## src/hw/mcs_regs.svh

```systemverilog
`ifndef MCS_REGS_SVH
`define MCS_REGS_SVH

// Clock period in nanoseconds
`define MCS_CLK_PERIOD_NS 5
// Trickle and blink period in milliseconds
`define MCS_TRICKLE_PERIOD_MS 1000
// Temperature sample interval in seconds
`define MCS_SAMPLE_PERIOD_S 16
// Hold-off is max charge time shifted by this
`define MCS_HOLDOFF_SHIFT 5
// Top-off duty: one slot in sixteen
`define MCS_TOPOFF_DUTY_BITS 4
// Reset value of chemistry flag (nickel)
`define MCS_CHEM_RESET 1'b0
`endif

```

## src/hw/mcs_pkg.sv

```systemverilog
package mcs_pkg;
  // Sequencer states, Gray along the usual path
  typedef enum logic [2:0] {
    QUAL = 3'b000,
    FAST = 3'b001,
    LICV = 3'b011,
    LIDONE = 3'b010,
    TOPOFF = 3'b110,
    TRICKLE = 3'b111,
    PEND = 3'b101
  } mcs_state_type;
  // Whole state of the sequencer
  typedef struct packed {
    mcs_state_type state;
    logic lithium;
    logic [15:0] elapsed;
    logic [3:0] sampleSec;
    logic [1:0] histCount;
    logic [7:0] hist0;
    logic [7:0] hist1;
    logic prevPresent;
    logic prevWake;
    logic gate;
    logic lamp;
  } mcs_seq_type;
endpackage : mcs_pkg

```

## src/hw/mcs_sync.sv

```systemverilog
`timescale 1ns/1ps
// Two-stage synchroniser for a vector of levels
module mcs_sync #(
  parameter int WIDTH = 1
) (
  input wire logic sys_clk,
  input wire logic rstn,
  input wire logic [WIDTH-1:0] async,
  output logic [WIDTH-1:0] synced
);
  // Both stages in one packed state
  typedef struct packed {
    logic [WIDTH-1:0] stage1;
    logic [WIDTH-1:0] stage2;
  } mcs_sync_type;
  mcs_sync_type s;
  mcs_sync_type next_s;

  // First stage only feeds the second
  always_comb begin
    next_s.stage1 = async;
    next_s.stage2 = s.stage1;
  end

  // Register the stages
  always_ff @(posedge sys_clk or negedge rstn) begin
    if (!rstn) begin
      s <= '0;
    end else begin
      s <= next_s;
    end
  end

  assign synced = s.stage2;
endmodule : mcs_sync

```

## src/hw/mcs_tick.sv

```systemverilog
`timescale 1ns/1ps
// Free-running divider: count and a wrap pulse
module mcs_tick #(
  parameter int WIDTH = 28,
  parameter int PERIOD = 200_000_000
) (
  input wire logic sys_clk,
  input wire logic rstn,
  output logic [WIDTH-1:0] count,
  output logic tick
);
  // Counter and pulse
  typedef struct packed {
    logic [WIDTH-1:0] count;
    logic tick;
  } mcs_tick_type;
  mcs_tick_type s;
  mcs_tick_type next_s;
  localparam logic [WIDTH-1:0] LAST = WIDTH'(PERIOD - 1);

  // Wrap at the end of the period
  always_comb begin
    next_s.tick = (s.count == LAST);
    if (s.count == LAST) begin
      next_s.count = '0;
    end else begin
      next_s.count = s.count + 1'b1;
    end
  end

  // Register counter
  always_ff @(posedge sys_clk or negedge rstn) begin
    if (!rstn) begin
      s <= '0;
    end else begin
      s <= next_s;
    end
  end

  assign count = s.count;
  assign tick = s.tick;
endmodule : mcs_tick

```

## src/hw/mcs_sequencer.sv

```systemverilog
`timescale 1ns/1ps
`include "mcs_regs.svh"
// Charge-cycle sequencer for a multi-chemistry charger
module mcs_sequencer #(
  // Cycles in one second, shorten for simulation
  parameter int ONE_SEC_CYCLES =
    `MCS_TRICKLE_PERIOD_MS * 1_000_000 / `MCS_CLK_PERIOD_NS,
  // Temperature code drop across two samples that ends fast charge
  parameter logic [7:0] SLOPE_DROP = 8'h04
) (
  input wire logic sys_clk,
  input wire logic rstn,
  input wire logic batteryPresent,
  input wire logic wakeUp,
  input wire logic batteryBelowLowThreshold,
  input wire logic batteryAtMaxCellVoltage,
  input wire logic batteryBelowRechargeThreshold,
  input wire logic tempBelowHighFault,
  input wire logic tempAboveLowFault,
  input wire logic tempBelowCutoff,
  input wire logic currentBelowLimit,
  input wire logic currentBelowMinimum,
  input wire logic [7:0] temperatureLevel,
  input wire logic [15:0] maxChargeSeconds,
  input wire logic [23:0] tricklePulseCycles,
  input wire logic topOffSelect,
  output logic chargeGateOutput,
  output logic statusLampOutput
);
  localparam int IW = 10 + 8 + 16 + 24 + 1;
  localparam logic [27:0] HALF_SEC = 28'(ONE_SEC_CYCLES / 2);
  localparam logic [3:0] SAMPLE_LAST = 4'(`MCS_SAMPLE_PERIOD_S - 1);

  mcs_pkg::mcs_seq_type s;
  mcs_pkg::mcs_seq_type next_s;
  logic [IW-1:0] syncIn; // Raw pin levels
  logic [IW-1:0] syncOut; // Levels after two flops
  logic [27:0] secCount; // Position inside the second
  logic secTick; // One pulse per second

  // Synchronised copies of every input
  logic present; // Pack in the holder
  logic wake; // Leaving sleep
  logic batLow; // Below low-battery threshold
  logic batMax; // At max cell voltage
  logic batRch; // Below recharge threshold
  logic hot; // Past the high fault threshold
  logic cold; // Past the low fault threshold
  logic cutoff; // Past high-temperature cutoff
  logic iLimit; // Current under regulation target
  logic iMin; // Current under minimum
  logic [7:0] tLevel; // Temperature code
  logic [15:0] maxSec; // Programmed max charge time
  logic [23:0] pulseCyc; // Trickle pulse width
  logic topSel; // Top-off chosen

  // Derived conditions
  logic restart; // New cycle requested
  logic holdoffDone; // Slope check allowed
  logic timeUp; // Max charge time reached
  logic slopeTrip; // Temperature rising too fast
  logic sampleNow; // Sampling instant
  logic pulseOn; // Inside the trickle pulse
  logic tempOk; // Inside the temperature window

  assign syncIn = {batteryPresent, wakeUp, batteryBelowLowThreshold,
    batteryAtMaxCellVoltage, batteryBelowRechargeThreshold,
    tempBelowHighFault, tempAboveLowFault, tempBelowCutoff,
    currentBelowLimit, currentBelowMinimum, temperatureLevel,
    maxChargeSeconds, tricklePulseCycles, topOffSelect};

  // All comparator flags pass two flops
  mcs_sync #(
    .WIDTH(IW)
  ) u_sync (
    .sys_clk(sys_clk),
    .rstn(rstn),
    .async(syncIn),
    .synced(syncOut)
  );

  assign {present, wake, batLow, batMax, batRch, hot, cold, cutoff,
    iLimit, iMin, tLevel, maxSec, pulseCyc, topSel} = syncOut;

  // One-second timebase
  mcs_tick #(
    .WIDTH(28),
    .PERIOD(ONE_SEC_CYCLES)
  ) u_tick (
    .sys_clk(sys_clk),
    .rstn(rstn),
    .count(secCount),
    .tick(secTick)
  );

  // Event and timer conditions
  always_comb begin
    restart = (present && !s.prevPresent) || (wake && !s.prevWake);
    holdoffDone = s.elapsed >= (maxSec >> `MCS_HOLDOFF_SHIFT);
    timeUp = s.elapsed >= maxSec;
    sampleNow = secTick && (s.sampleSec == SAMPLE_LAST);
    slopeTrip = sampleNow && (s.histCount == 2'd2) && holdoffDone &&
      (s.hist1 >= tLevel) && ((s.hist1 - tLevel) >= SLOPE_DROP);
    pulseOn = secCount < {4'h0, pulseCyc};
    tempOk = !hot && !cold;
  end

  // Next state, timers and outputs
  always_comb begin
    next_s = s;
    next_s.prevPresent = present;
    next_s.prevWake = wake;
    // Run the charge timer and sampling clock
    if (secTick && (s.state == mcs_pkg::FAST ||
        s.state == mcs_pkg::LICV || s.state == mcs_pkg::TOPOFF)) begin
      next_s.elapsed = s.elapsed + 16'h0001;
    end
    if (secTick && s.state == mcs_pkg::FAST) begin
      next_s.sampleSec = s.sampleSec + 4'h1;
    end
    // Shift temperature history at each sample
    if (sampleNow && s.state == mcs_pkg::FAST) begin
      next_s.hist1 = s.hist0;
      next_s.hist0 = tLevel;
      if (s.histCount != 2'd2) begin
        next_s.histCount = s.histCount + 2'd1;
      end
    end
    case (s.state)
      // Qualify voltage and temperature
      mcs_pkg::QUAL: begin
        if (present && batLow) begin
          next_s.state = mcs_pkg::PEND;
        end else if (present && tempOk) begin
          next_s.state = mcs_pkg::FAST;
        end
      end
      // Pulse-trickle a depleted pack
      mcs_pkg::PEND: begin
        if (!batLow && tempOk) begin
          next_s.state = mcs_pkg::FAST;
        end
      end
      // Constant current, chemistry decides the rest
      mcs_pkg::FAST: begin
        if (batMax) begin
          next_s.lithium = 1'b1;
          next_s.state = mcs_pkg::LICV;
          next_s.elapsed = 16'h0000;
        end else if (timeUp || cutoff || slopeTrip) begin
          next_s.elapsed = 16'h0000;
          if (s.lithium) begin
            next_s.state = mcs_pkg::LIDONE;
          end else if (topSel) begin
            next_s.state = mcs_pkg::TOPOFF;
          end else begin
            next_s.state = mcs_pkg::TRICKLE;
          end
        end
      end
      // Lithium constant voltage
      mcs_pkg::LICV: begin
        if (iMin || timeUp || cutoff) begin
          next_s.state = mcs_pkg::LIDONE;
        end
      end
      // Lithium finished, watch for depletion
      mcs_pkg::LIDONE: begin
        if (batRch) begin
          next_s.state = mcs_pkg::QUAL;
        end
      end
      // Nickel top-off for one max time
      mcs_pkg::TOPOFF: begin
        if (timeUp) begin
          next_s.state = mcs_pkg::TRICKLE;
        end
      end
      // Nickel maintenance
      mcs_pkg::TRICKLE: begin
        next_s.state = mcs_pkg::TRICKLE;
      end
      default: begin
        next_s.state = mcs_pkg::QUAL;
      end
    endcase
    // Any new cycle goes back to qualification
    if (restart || (s.state == mcs_pkg::LIDONE && batRch)) begin
      next_s.state = mcs_pkg::QUAL;
    end
    if (next_s.state == mcs_pkg::QUAL) begin
      next_s.lithium = `MCS_CHEM_RESET;
      next_s.elapsed = 16'h0000;
      next_s.sampleSec = 4'h0;
      next_s.histCount = 2'd0;
    end
    // Gate drive: high passes current
    case (s.state)
      mcs_pkg::PEND: begin
        next_s.gate = pulseOn && !hot;
      end
      mcs_pkg::FAST: begin
        next_s.gate = iLimit && tempOk;
      end
      mcs_pkg::LICV: begin
        next_s.gate = iLimit && !batMax;
      end
      mcs_pkg::TOPOFF: begin
        next_s.gate = iLimit && !batMax && !hot &&
          (secCount[`MCS_TOPOFF_DUTY_BITS-1:0] == '0);
      end
      mcs_pkg::TRICKLE: begin
        next_s.gate = pulseOn && !batMax && !hot;
      end
      default: begin
        next_s.gate = 1'b0;
      end
    endcase
    // Lamp: blink pending, on while charging
    case (s.state)
      mcs_pkg::PEND: begin
        next_s.lamp = secCount < HALF_SEC;
      end
      mcs_pkg::FAST, mcs_pkg::LICV, mcs_pkg::TOPOFF: begin
        next_s.lamp = 1'b1;
      end
      default: begin
        next_s.lamp = 1'b0;
      end
    endcase
  end

  // Register the whole state
  always_ff @(posedge sys_clk or negedge rstn) begin
    if (!rstn) begin
      s <= '0;
    end else begin
      s <= next_s;
    end
  end

  assign chargeGateOutput = s.gate;
  assign statusLampOutput = s.lamp;
endmodule : mcs_sequencer

```

## config.mk

```make
export PLATFORM = sky130hd
export DESIGN_NAME = mcs_sequencer
export DESIGN_NICKNAME = d
export VERILOG_FILES = /design/src/hw/mcs_pkg.sv /design/src/hw/mcs_sync.sv /design/src/hw/mcs_tick.sv /design/src/hw/mcs_sequencer.sv
export VERILOG_INCLUDE_DIRS = /design/src /design/src/hw
export SDC_FILE = /design/constraint.sdc
export NUM_CORES = 1
export LEC_CHECK = 0
export CORE_MARGIN = 4
export CORE_UTILIZATION = 59
export CTS_CLUSTER_SIZE = 30
export DETAILED_ROUTE_END_ITERATION = 6
export DONT_BUFFER_PORTS = 1
export PLACE_DENSITY = 0.75
export RECOVER_POWER = 50
export SYNTH_ARGS = -nofsm -noshare
export SYNTH_HDL_FRONTEND = slang
export SYNTH_SLANG_ARGS = --single-unit
```

## constraint.sdc

```tcl
create_clock -name sys_clk -period 4.6 [get_ports sys_clk]
set_clock_uncertainty 0.2 [all_clocks]
set_input_delay 0.46 -clock sys_clk [delete_from_list [all_inputs] [get_ports sys_clk]]
set_output_delay 0.46 -clock sys_clk [all_outputs]
set_load 0.005 [all_outputs]
```

== Yosys cells after proc, flatten, opt, wreduce, memory -nomap -nowiden ==
Index checks and enable logic that the tools add are counted.

* Register bits: 193
* Bits in latches: 0
* RAM bits: 0
* Memory bits (read-only): 0
* Bits of input ports: 61
* Output and inout port bits: 2
* Logic and storage cells: 107
* Memories: 0

* $add $sub $neg: 5
* Multiply operators: 0
* Divide/modulo/power cells: 0
* $lt $le $gt $ge: 6
* Eq/ne operators: 10
* Shift operators: 0
* Multiplexer cells: 24
* Bitwise logic cells: 0
* Reduce and logical (&&, ||, !) cells: 47

{| class="wikitable"
|+ Operator list
! cell !! count
|-
| $mux W16 || 3
|-
| $mux W3 || 10
|-
| $add A28 B1 Y28 const B || 1
|-
| $eq A28 B28 Y1 const B || 1
|-
| $lt A28 B24 Y1 || 1
|-
| $lt A28 B27 Y1 const B || 1
|-
| $mux W28 || 1
|-
| $mux W23 || 1
|-
| $logic_and A1 B1 Y1 || 22
|-
| $pmux W3 S7 || 1
|-
| $mux W18 || 1
|-
| $mux W17 || 1
|-
| $add A16 B1 Y16 const B || 1
|-
| $ge A16 B11 Y1 || 1
|-
| $ge A16 B16 Y1 || 1
|-
| $reduce_bool A2 Y1 || 5
|-
| $eq A3 B3 Y1 const B || 3
|-
| $ge A8 B3 Y1 const B || 1
|-
| $ge A8 B8 Y1 || 1
|-
| $logic_or A1 B1 Y1 || 8
|-
| $sub A8 B8 Y8 || 1
|-
| $eq A3 B2 Y1 const B || 2
|-
| $logic_not A1 Y1 || 6
|-
| $logic_not A3 Y1 || 2
|-
| 14 further kinds || 16
|}

== Depth between registers and ports, before layout ==
* Depth after elaboration: 14
* Mapped depth: 11
* Depth with buffers taken out: 10

== Hierarchy ==
From an unflattened synthesis, not the netlist that was laid out.

* Cell total of the unflattened synthesis: 717
* Area, all modules: 8,353.0 um^2

{| class="wikitable"
|+ By module, submodules not included
! module !! times used !! cells an instance !! area an instance (um^2)
|-
| mcs_sequencer || 1 || 454 || 3,918.8
|-
| mcs_sync || 1 || 118 || 2,952.8
|-
| mcs_tick || 1 || 145 || 1,481.4
|}

== Worst setup path before layout ==
OpenSTA, ideal clock, no wires.

* Path type: register -> register
* Start point: register s[8] (netlist name)
* End point: register s[31] (netlist name)
* Setup time: 119 ps
* Data arrival time: 2,593 ps
* Slack: 1,688 ps
* Stages on the path, launching flop included: 11
* Period minus slack after synthesis: 2,912 ps
* Cell sequence: dfrtp_1 > ha_1 > and3_4 > a211oi_2 > a211o_1 > and4_1 > a211oi_1 > a211o_2 > o311ai_4 > buf_6 > nor2_2

{| class="wikitable"
|+ RTL lines
! item !! RTL line !! text
|-
| start: declaration || mcs_sequencer.sv:34 || <nowiki>mcs_pkg::mcs_seq_type s;</nowiki>
|-
| start signal: assignment || mcs_sequencer.sv:238 || <nowiki>s <= next_s;</nowiki>
|}

==> flow_metrics.env <==
export IMPL_outcome="finished with violations"
export IMPL_violations="negative hold slack"
export IMPL_tightest_slew_ns=0.883
export IMPL_overflow=0
export IMPL_hold_class="in2async"
export IMPL_max_freq_ghz=0.287
export IMPL_cp_end_kind="flop"
export IMPL_hpwl_mm=9.94
export IMPL_portBuffers=0
export IMPL_pre_cts_ws_ns=1.16
export IMPL_cts_buffer_depth=2
export IMPL_cp_arrival_ns=3.55
export IMPL_syn_nets=808
export IMPL_synthTopCellsByCount="dfrtp_1, ha_1, inv_1"
export IMPL_cap_violations=0
export IMPL_synthFlopType="dfrtp_1"
export IMPL_crit_fanout=16
export IMPL_synthToLayoutAreaGrowth_pct=16.5
export IMPL_setup_viol=0
export IMPL_powerDensity_mw_per_mm2=361
export IMPL_critPathKind="reg2reg"
export IMPL_yosysUniqueCellTypes=56
export IMPL_p_leak_uw=0.00443
export IMPL_cts_resized=0
export IMPL_synth_warnings=0
export IMPL_globalplace_congestion=0.853
export IMPL_holdBufCountCts=59
export IMPL_viasPerCell=5.47
export IMPL_grt_use_total_pct=20.4
export IMPL_startpoint_type="flop"
export IMPL_syn_cell_area_mm2=0.00812
export IMPL_first_global_vias=5453
export IMPL_cts_made_buffers=17
export IMPL_setup_slack_ns=1.12
export IMPL_synthCells=684
export IMPL_synth_top_cell_by_area="dfrtp_1"
export IMPL_antenna_left=0
export IMPL_whs_ns=-0.475
export IMPL_die_h_um=125
export IMPL_synth_edf_count=0
export IMPL_clk_pin_slew_ns=0.07
export IMPL_drc=0
export IMPL_grt_antenna_before_repair=0
export IMPL_avgSynthCellArea_um2=11.9
export IMPL_crit_required_ns=4.67
export IMPL_yosysSeqAreaShare_pct=59.5
export IMPL_dr_total_vias=5157
export IMPL_h_tree_depth=4
export IMPL_clock_sinks=193
export IMPL_register_area_mm2=0.00483
export IMPL_fin_crit_ns=3.48
export IMPL_num_rows=42
export IMPL_ir_drop_uv=335
export IMPL_grt_max_degree=194
export IMPL_async_reset_ff_share_pct=100
export IMPL_diodes=0
export IMPL_fp_dieW_um=125
export IMPL_cts_tree="yes"
export IMPL_cts_root_buf="clkbuf_16"
export IMPL_synth_most_common_cell="dfrtp_1"
export IMPL_rsz0062_at_grt="false"
export IMPL_fin_setup_tns_ns=0
export IMPL_slew_headroom_pct=41.0
export IMPL_wl_per_cell_um=15.6
export IMPL_drive_above_1_share_pct=8.21
export IMPL_synth_top_area_share_pct=59.5
export IMPL_multiInputGateArea_mm2=0.00304
export IMPL_hold_violations=193
export IMPL_synth_area_leaders="dfrtp_1, ha_1, inv_1, nor2_1, xor2_1"
export IMPL_dr_pass1_iters=4
export IMPL_nFillCells=928
export IMPL_synth_seq_cells=193
export IMPL_die_area_mm2=0.0157
export IMPL_grt_pass1_wl_mm=25.7
export IMPL_start_util_pct=60.8
export IMPL_clk_latency_ns=0.43
export IMPL_finalNetCount=879
export IMPL_io_pins=63
export IMPL_finalMaxSlewViolations=0
export IMPL_cts_setup_buffers=0
export IMPL_drtIter0Drc=492
export IMPL_fin_crit_sh_pct=75.7
export IMPL_drt_total_wl_mm=14.7
export IMPL_coreArea_mm2=0.0133
final timing paths:
kind,from,to,slack (ns),cells after the start
setup / recovery,s[8],s[27],1.12,9
hold / removal,rstn,u_sync.next_s[1],-0.47,0
setup reg to reg,s[8],s[27],1.12,9
hold reg to reg,u_sync.next_s[51],u_sync.synced[51],0.15,0
max in group asynchronous,rstn,s[44],4.50,0
min in group sys_clk,u_sync.next_s[51],u_sync.synced[51],0.15,0
logic make-up after synthesis:
logic type | after synthesis | synth area share (%)
AND/OR/NAND/NOR | 210 | 13.1
XOR/XNOR | 40 | 4.31
adder cells (fa/ha/maj) | 63 | 9.71
buffers and inverters | 66 | 3.14
AO/OA/AOI/OAI | 99 | 8.55
flip-flops | 193 | 59.5
multiplexers | 13 | 1.76
report_power, final:
part	internal, uW	switching, uW
combinational	110	136
clock	731	634
sequential	1760	44.1
total	2600	815
worst max-delay path: stages (launching register included):
cell      delay [ns]
dfrtp_1         0.38
ha_1            0.37
and3_4          0.22
a211oi_2        0.34
nand4_1         0.13
and4_1          0.24
a211oi_1        0.30
o311ai_2        0.19
o311ai_4        0.81
nor2_1          0.13
per-layer routing:
metal	global-route usage [%]	vias up	wire (um)
met3	5.33	30	554
met5	0	-	0
met1	24.4	2527	6010
met4	7.65	0	280
met2	35.7	99	7850
li1	-	2501	-
registers in the layout (all words and copies together) (netlist names):
name	count
chargeGateOutput	1
statusLampOutput	1
u_tick.count	28
u_sync.synced	59
s	44
u_tick.tick	1
u_sync.next_s	59
area by class of cell:
type | count | area share [%]
sequential | 193 | 51.1
tap | 176 | 2.33
multi-input combinational | 425 | 32.1
timing repair buffer | 61 | 6.40
clock inverter | 11 | 1.04
inverter | 57 | 2.26
clock buffer | 20 | 4.83
metrics by stage:
step	hold WS, ns	instances	util (%)	cell area [um^2]	total power (uW)
final	-0.475	943	70.9	9460	3420
after global routing	-0.504	943	70.9	9460	3570
after CTS	-0.499	943	70.9	9460	3460
after detailed placement	-0.0278	853	62.3	8310	2040
after global placement	-0.0277	853	62.3	8310	2030
after floorplan	-0.0356	684	-	8120	2000
cell usage in the layout, fill, tap and decap left out, types with 4 or more instances in the layout:
cell and instances:
o21a_1 7, ha_1 63, inv_6 4, nor2_2 10, and3_1 4, dlygate4sd3_1 59
a31oi_1 5, clkbuf_16 17, nor2b_1 6, xnor2_1 19, inv_1 57, mux2_2 10
o2111ai_1 4, dfrtp_1 193, o21ai_0 24, nor3_1 17, nand4_1 15, nor2_1 52
nand3_1 31, a21oi_1 21, xor2_1 21, nand2_1 45, and4_1 4, a21o_1 7
a211oi_1 9, nand2b_1 8, nor4_1 4
Power figures use the tool's default switching activity.
